[src/hdl/stpwm_pkg.sv]
// package: constants for the standard timer pwm/pulse/capture block
package stpwm_pkg;

  localparam int unsigned STPWM_CNT_W   = 16;
  localparam int unsigned STPWM_PER_W   = 8;
  localparam int unsigned STPWM_PER_LSB = 8;

  // mode field codes
  localparam logic [1:0] STPWM_MODE_CMP  = 2'h0;
  localparam logic [1:0] STPWM_MODE_CAP  = 2'h1;
  localparam logic [1:0] STPWM_MODE_PWM  = 2'h2;
  localparam logic [1:0] STPWM_MODE_TMR  = 2'h3;

  // pin function codes, pwm / single pulse
  localparam logic [1:0] STPWM_PF_INACT  = 2'h0;
  localparam logic [1:0] STPWM_PF_ACT    = 2'h1;
  localparam logic [1:0] STPWM_PF_PWM    = 2'h2;
  localparam logic [1:0] STPWM_PF_PULSE  = 2'h3;

  // pin function codes, capture
  localparam logic [1:0] STPWM_CAP_RISE  = 2'h0;
  localparam logic [1:0] STPWM_CAP_FALL  = 2'h1;
  localparam logic [1:0] STPWM_CAP_BOTH  = 2'h2;
  localparam logic [1:0] STPWM_CAP_OFF   = 2'h3;

  // reset values
  localparam logic [15:0] STPWM_CNT_RST  = 16'h0000;
  localparam logic [15:0] STPWM_COMPARE_A_VALUE_RST = 16'h0000;

endpackage

[src/hdl/stpwm_core.sv]
// standard timer core: pwm output, single pulse output and input capture
//
// Overview of operation
// swap clear: period is period value x256 (zero means 65536), duty is compare-a.
// swap set: compare-a sets period, duty is period value x256 (zero means 65536).
// duty at or above period keeps the output active the whole period.
// pwm counter and compare keep running while output is forced to a level.
// pwm ignores clear select; the period comparator (compare-a when swap is set) clears the counter, starting a period.
// software selects single pulse with mode 10 and pin function 11.
// counter-on rise starts counter and pulse; external pin edge sets counter-on.
// pulse ends when counter-on clears; compare-a match clears counter-on itself.
// single pulse compare-a match raises the compare-a interrupt request.
// single pulse counter clears only on counter-on rise; period, clear, swap ignored.
// software keeps pin function at 11 throughout single pulse mode.
// capture mode is code 01; counter starts on counter-on rising edge.
// capture pin function chooses rising, falling or both capture edges.
// each selected capture edge copies the counter into compare-a and raises interrupt.
// capture counter runs regardless of input until counter-on falls.
// capture period match clears the counter and raises the period interrupt.
// capture with period value zero runs the counter to full count then wraps.
// capture pin function 11 disables capture while the counter keeps running.
// capture mode has no output; level, polarity, clear and swap bits unused.
// counter is 16 bits; period value compares with its upper eight bits.
// pwm initial-level bit picks active level, polarity bit inverts the output.
// counter advances once per enabled timer tick while counter-on, else holds.
`timescale 1ns/1ps
`default_nettype none

module stpwm_core
  import stpwm_pkg::*;
#(
  parameter int unsigned CNT_W = STPWM_CNT_W
) (
  input  wire logic                   clk_i,
  input  wire logic                   nrst_i,
  input  wire logic                   clk_en_i,
  input  wire logic                   tick_i,
  input  wire logic                   counter_on_set_i,
  input  wire logic                   counter_on_clr_i,
  input  wire logic                   mode_select_hi_i,
  input  wire logic                   mode_select_lo_i,
  input  wire logic                   pin_function_hi_i,
  input  wire logic                   pin_function_lo_i,
  input  wire logic                   output_initial_level_i,
  input  wire logic                   output_polarity_i,
  input  wire logic                   counter_clear_select_i,
  input  wire logic                   period_duty_swap_i,
  input  wire logic [STPWM_PER_W-1:0] period_compare_value_i,
  input  wire logic                   compare_a_wr_i,
  input  wire logic [CNT_W-1:0]       compare_a_wdata_i,
  input  wire logic                   ext_clock_trigger_pin_i,
  input  wire logic                   capture_input_pin_i,
  input  wire logic                   compare_a_flag_clr_i,
  input  wire logic                   period_compare_flag_clr_i,
  output logic                        counter_on_o,
  output logic [CNT_W-1:0]            counter_o,
  output logic [CNT_W-1:0]            compare_a_value_o,
  output logic                        compare_a_flag_o,
  output logic                        period_compare_flag_o,
  output logic                        timer_out_o
);

  if (CNT_W != 16) begin : g_chk
    $error("stpwm_core: counter width must be 16");
  end

  // ----------------------------------------------------------------
  // state
  // ----------------------------------------------------------------
  logic             on_q,   on_d;
  logic [CNT_W-1:0] cnt_q,  cnt_d;
  logic [CNT_W-1:0] compare_a_value_q, compare_a_value_d;
  logic             af_q,   af_d;
  logic             pf_q,   pf_d;
  logic             out_q,  out_d;
  logic             on_prev_q;
  logic             pin_prev_q;
  logic             trig_prev_q;
  logic             act_q,  act_d;

  // ----------------------------------------------------------------
  // decode
  // ----------------------------------------------------------------
  wire logic [1:0] mode_w = {mode_select_hi_i, mode_select_lo_i};
  wire logic [1:0] pf_w   = {pin_function_hi_i, pin_function_lo_i};
  wire logic is_pwm_w   = (mode_w == STPWM_MODE_PWM) && (pf_w != STPWM_PF_PULSE);
  wire logic is_pulse_w = (mode_w == STPWM_MODE_PWM) && (pf_w == STPWM_PF_PULSE);
  wire logic is_cap_w   = (mode_w == STPWM_MODE_CAP);

  wire logic on_rise_w  = on_q && !on_prev_q;
  wire logic cnt_step_w = on_q && tick_i;

  // period value in the counter's upper byte; zero selects full 16-bit span
  wire logic [STPWM_PER_W-1:0] cnt_hi_w = cnt_q[CNT_W-1 -: STPWM_PER_W];
  wire logic per_zero_w  = (period_compare_value_i == 8'h00);
  wire logic cnt_max_w   = (cnt_q == {CNT_W{1'b1}});
  // p-match fires on the last count of the span so the period is exactly n x 256
  wire logic p_last_w    = per_zero_w ? cnt_max_w
                         : ((cnt_hi_w == period_compare_value_i - 8'h01)
                            && (cnt_q[STPWM_PER_LSB-1:0] == 8'hff));
  wire logic p_match_w   = cnt_step_w && p_last_w;
  wire logic a_last_w    = (cnt_q + 16'h0001 == compare_a_value_q);
  wire logic a_match_w   = cnt_step_w && a_last_w;

  // pwm: roles follow the swap bit
  wire logic [16:0] per_span_w = per_zero_w ? 17'h10000
                               : {1'b0, period_compare_value_i, 8'h00};
  wire logic [16:0] period_w = period_duty_swap_i ? {1'b0, compare_a_value_q} : per_span_w;
  wire logic [16:0] duty_w   = period_duty_swap_i ? per_span_w : {1'b0, compare_a_value_q};
  wire logic pwm_wrap_w = period_duty_swap_i ? a_match_w : p_match_w;
  wire logic pwm_act_w  = (duty_w >= period_w) || ({1'b0, cnt_q} < duty_w);

  // capture edge selection
  wire logic cap_rise_w = capture_input_pin_i && !pin_prev_q;
  wire logic cap_fall_w = !capture_input_pin_i && pin_prev_q;
  wire logic cap_hit_w  = is_cap_w && on_q && (
                            (pf_w == STPWM_CAP_RISE && cap_rise_w) ||
                            (pf_w == STPWM_CAP_FALL && cap_fall_w) ||
                            (pf_w == STPWM_CAP_BOTH && (cap_rise_w || cap_fall_w)));
  wire logic trig_edge_w = ext_clock_trigger_pin_i && !trig_prev_q;

  // ----------------------------------------------------------------
  // next state
  // ----------------------------------------------------------------
  always_comb begin
    on_d   = on_q;
    cnt_d  = cnt_q;
    compare_a_value_d = compare_a_value_q;
    af_d   = af_q && !compare_a_flag_clr_i;
    pf_d   = pf_q && !period_compare_flag_clr_i;
    act_d  = act_q;
    out_d  = out_q;

    if (counter_on_set_i || (is_pulse_w && trig_edge_w)) begin
      on_d = 1'b1;
    end else if (counter_on_clr_i) begin
      on_d = 1'b0;
    end

    if (on_rise_w) begin
      cnt_d = STPWM_CNT_RST;
    end else if (cnt_step_w) begin
      cnt_d = cnt_q + 16'h0001;
      if (is_pwm_w && pwm_wrap_w) begin
        cnt_d = STPWM_CNT_RST;
      end
      if (is_cap_w && p_match_w) begin
        cnt_d = STPWM_CNT_RST;
      end
    end

    if (is_pwm_w) begin
      if (a_match_w) begin
        af_d = 1'b1;
      end
      if (p_match_w) begin
        pf_d = 1'b1;
      end
      act_d = pwm_act_w;
    end else if (is_pulse_w) begin
      if (a_match_w) begin
        on_d = 1'b0;
        af_d = 1'b1;
      end
      act_d = on_d;
    end else if (is_cap_w) begin
      if (p_match_w) begin
        pf_d = 1'b1;
      end
      if (cap_hit_w) begin
        af_d = 1'b1;
      end
      act_d = 1'b0;
    end

    // software writes lose to a capture in the same cycle
    if (compare_a_wr_i) begin
      compare_a_value_d = compare_a_wdata_i;
    end
    if (cap_hit_w) begin
      compare_a_value_d = cnt_q;
    end

    // output pin level
    if (is_pwm_w || is_pulse_w) begin
      unique case (pf_w)
        STPWM_PF_INACT: out_d = !output_initial_level_i ^ output_polarity_i;
        STPWM_PF_ACT:   out_d = output_initial_level_i ^ output_polarity_i;
        default:        out_d = (act_d ? output_initial_level_i
                                       : !output_initial_level_i) ^ output_polarity_i;
      endcase
    end else if (is_cap_w) begin
      out_d = 1'b0;
    end
  end

  // ----------------------------------------------------------------
  // registers
  // ----------------------------------------------------------------
  always_ff @(posedge clk_i or negedge nrst_i) begin
    if (!nrst_i) begin
      on_q        <= 1'b0;
      on_prev_q   <= 1'b0;
      cnt_q       <= STPWM_CNT_RST;
      compare_a_value_q      <= STPWM_COMPARE_A_VALUE_RST;
      af_q        <= 1'b0;
      pf_q        <= 1'b0;
      act_q       <= 1'b0;
      out_q       <= 1'b0;
      pin_prev_q  <= 1'b0;
      trig_prev_q <= 1'b0;
    end else if (clk_en_i) begin
      on_q        <= on_d;
      on_prev_q   <= on_q;
      cnt_q       <= cnt_d;
      compare_a_value_q      <= compare_a_value_d;
      af_q        <= af_d;
      pf_q        <= pf_d;
      act_q       <= act_d;
      out_q       <= out_d;
      pin_prev_q  <= capture_input_pin_i;
      trig_prev_q <= ext_clock_trigger_pin_i;
    end
  end

  assign counter_on_o          = on_q;
  assign counter_o             = cnt_q;
  assign compare_a_value_o     = compare_a_value_q;
  assign compare_a_flag_o      = af_q;
  assign period_compare_flag_o = pf_q;
  assign timer_out_o           = out_q;

endmodule

`default_nettype wire

[config.mk]
export PLATFORM = sky130hd
export DESIGN_NAME = stpwm_core
export DESIGN_NICKNAME = d
export VERILOG_FILES = /design/src/hdl/stpwm_pkg.sv /design/src/hdl/stpwm_core.sv
export SDC_FILE = /design/constraint.sdc
export NUM_CORES = 1
export LEC_CHECK = 0
export BUFFER_PORTS_ARGS = -buffer_cell sky130_fd_sc_hd__buf_2
export CAP_MARGIN = 20
export CORE_MARGIN = 8
export CORE_UTILIZATION = 52
export CTS_BUF_LIST = sky130_fd_sc_hd__clkbuf_2
export DETAILED_ROUTE_END_ITERATION = 6
export PLACE_DENSITY = 0.78
export RECOVER_POWER = 50
export SKIP_CTS_REPAIR_TIMING = 1
export SYNTH_ARGS = -nofsm -noshare
export SYNTH_HDL_FRONTEND = slang
export SYNTH_SLANG_ARGS = --single-unit
[constraint.sdc]
create_clock -name clk_i -period 2.9 [get_ports clk_i]
set_input_delay 0.58 -clock clk_i [delete_from_list [all_inputs] [get_ports clk_i]]
set_output_delay 0.58 -clock clk_i [all_outputs]
set_load 0.01 [all_outputs]
==> results.sh <==
export IMPL_fin_skew_ns=0.02665
export IMPL_holdWs_ns=0.3831
export IMPL_drt_first_pass_iters=5
export IMPL_postRouteWirelength_um=14250
export IMPL_yosys_warnings=0
export IMPL_critPathArrivalTime_ns=3.23
export IMPL_wl_per_cell_um=19.44
export IMPL_number_of_antenna_violations_at_the_first_check_in_global_routing=0
export IMPL_start_util=0.5260
export IMPL_pin_count_of_the_biggest_net_entering_global_routing=41
export IMPL_syn_num_nets=571
export IMPL_design_portCount=79
export IMPL_max_freq_ghz=0.3464
export IMPL_dieArea_um2=10760
export IMPL_first_global_vias=4497
export IMPL_finalHoldViolations=0
export IMPL_clock_tree_htree_level_count=2
export IMPL_layout_area_overhead_vs_synth_pct=28.86
export IMPL_postSynthRegisterBits=40
export IMPL_buffers_added_on_ports=77
export IMPL_standard_cell_area_after_detailed_placement_um2=4964
export IMPL_clkSinkCount=40
export IMPL_drt_iter0_drc=294
export IMPL_drc=0
export IMPL_power_density_nw_per_um2=358.3
export IMPL_synthDominantCellAreaShare=0.2502
export IMPL_die_h_um=103.7
export IMPL_setup_slack_ns=0.01355
export IMPL_library_cell_with_the_highest_instance_count_after_synthesis="nor2_1"
export IMPL_worst_setup_hold_path_clk_slew_ns=0.22
export IMPL_clk_path_buf_depth=2
export IMPL_r2r_worst_path_cells=8
export IMPL_num_antenna_cells=0
export IMPL_final_critical_path_share_of_the_clock_period=0.9953
export IMPL_stdcell_area_um2=5156
export IMPL_hold_path_cell_count=3
export IMPL_power_leakage_nw=2.397
export IMPL_layout_cells_non_filler=733
export IMPL_slew_violations=41
export IMPL_finish_net_count=698
export IMPL_yosys_top_cells_count="nor2_1, dfrtp_1, a21oi_1"
export IMPL_detailed_place_hpwl_um=10820
export IMPL_clock_root_buffer="clkbuf_2"
export IMPL_drive_gt1_frac=0.3090
export IMPL_cell_variety_after_synth=70
export IMPL_detailedPlace_worstSlack_ns=-0.5689
export IMPL_gpl_final_weighted_congestion=0.9718
export IMPL_gr_usage_met3=0.05019
export IMPL_numCtsBuffers=5
export IMPL_hp_class="in -> reg"
export IMPL_detail_route_vias_per_cell=6.104
export IMPL_drtAntennaViolNets=0
export IMPL_global_route_wire_length_before_repair_um=22790
export IMPL_globalRoute_totalOverflow=0
export IMPL_drv_max_cap_violation_count=1
export IMPL_yosysTopAreaCell="dfrtp_1"
export IMPL_overall_via_count_from_detail_route=4474
export IMPL_period_needed_ns=2.886
export IMPL_gr_usage_all_layers=0.2556
export IMPL_clk_latency_worst_skew_pair_ns=0.43
export IMPL_failed_checks="capacitance limit, slew limit"
export IMPL_core_area_um2=7607
export IMPL_synth_seq_area_share=0.2502
export IMPL_max_slew_worst_pin_slew_ns=2.332
export IMPL_max_slew_margin_rel=-0.5545
export IMPL_synthesis_area_per_instance_um2=7.955
export IMPL_postSynthCellCount=503
export IMPL_core_rowCount=32
export IMPL_grt_setup_unrepaired="yes"
export IMPL_use_met1=0.3078
export IMPL_final_fill_count=659
export IMPL_worst_setup_path_end_kind="register"
export IMPL_most_utilized_layer_in_the_global_route_result="met2"
export IMPL_placed_cells=721
export IMPL_setup_viol_count_final=0
export IMPL_crit_path_kind="reg -> reg"
export IMPL_worst_endpoint_required_ns=3.24
export IMPL_asyncSetResetFlopFracSynth=1.000
export IMPL_mappedNetlistArea_um2=4001
export IMPL_critPathLaunchType="register"
export IMPL_die_width_um=103.7
export IMPL_grtUsageMet2=0.4386
export IMPL_clock_tree_from_tritoncts="done"
export IMPL_status="finished, violations left"
export IMPL_critical_path_peak_fanout=5
export IMPL_synthFlopType="dfrtp_1"
export IMPL_maximum_ir_drop_on_the_vdd_rail_mv=0.2578
export IMPL_synth_edf_count=0
export IMPL_netlist_top_cells_area="dfrtp_1, ha_1, a21oi_1, xnor2_1, nor2_1"
## worst paths after layout
check / start / end / slack [ns]
max reg2reg: counter_o[0] / counter_o[3] / 0.01
max in group asynchronous: nrst_i / counter_o[7] / 0.58
min reg2reg: period_compare_flag_o / period_compare_flag_o / 0.52
min in group asynchronous: nrst_i / compare_a_value_o[0] / 0.81
max: counter_o[0] / counter_o[3] / 0.01
min: capture_input_pin_i / pin_prev_q / 0.38
## stage by stage
step / TNS, ns / power, mW / util
after floorplan: -0.5247 / 1.183 / -
after global placement: -3.808 / 1.505 / 0.6525
after detailed placement: -4.412 / 1.538 / 0.6525
after CTS: -0.1448 / 1.795 / 0.6579
after global routing: -0.2115 / 1.956 / 0.6778
final: 0 / 1.848 / 0.6778
## cells in the final DEF (no fill, tap or decap), types with 6 or more instances in the layout
master,n
buf_4,79
buf_2,67
nor2_1,45
dfrtp_1,38
nand2_1,37
a21oi_1,35
inv_1,27
ha_1,24
xnor2_1,21
o21ai_0,17
o22ai_1,17
nand3_1,12
mux2i_1,10
nand2b_1,10
xor2_1,10
clkbuf_1,10
a31oi_1,9
nor2b_1,8
and2_1,7
nand4_1,7
clkbuf_2,6
## logic make-up after synthesis
group           count (synthesis)  synth area share
compound gates                146            0.2473
xor+xnor                       31           0.06785
fa+ha+maj                      25           0.07817
buf+inv                        69           0.07411
flops                          40            0.2502
mux                            15           0.03909
simple gates                  177            0.2433
## routing by layer
layer	routed length, um	part of all wire
met2	6969	0.49
met3	932	0.065
met5	0	0
met1	5904	0.41
met4	445	0.031
## state kept, by name, summed over array words and instances (netlist names)
name and cells:
act_q 1, compare_a_flag_o 1, compare_a_value_o 16, counter_o 16, counter_on_o 1, on_prev_q 1, period_compare_flag_o 1, pin_prev_q 1
timer_out_o 1, trig_prev_q 1
## power breakdown
part / internal, mW / leakage, nW / switching, mW / total [mW]
registers: 0.623 / 0.494 / 0.0918 / 0.714
logic: 0.401 / 1.88 / 0.469 / 0.870
clock network: 0.0601 / 0.0266 / 0.203 / 0.263
total: 1.08 / 2.40 / 0.764 / 1.85
## critical path, stage by stage, from the launching register on
cell	delay, ns
dfrtp_1	0.45
ha_4	0.18
and4_4	0.23
nand3_2	0.09
or3_4	0.40
a2111o_1	0.49
o41a_4	0.57
nor3b_2	0.18
a211o_1	0.22
## final cells by class
type | count | area (um^2) | area share
repair buffers | 161 | 1031 | 0.2000
clock inverters | 2 | 11.26 | 0.002184
clock buffers | 6 | 30.03 | 0.005824
multi-input cells | 395 | 2851 | 0.5530
well taps | 102 | 127.6 | 0.02475
inverters | 27 | 101.3 | 0.01966
flip-flops and latches | 40 | 1003 | 0.1946
No activity file was read; power rests on OpenSTA's default activity.
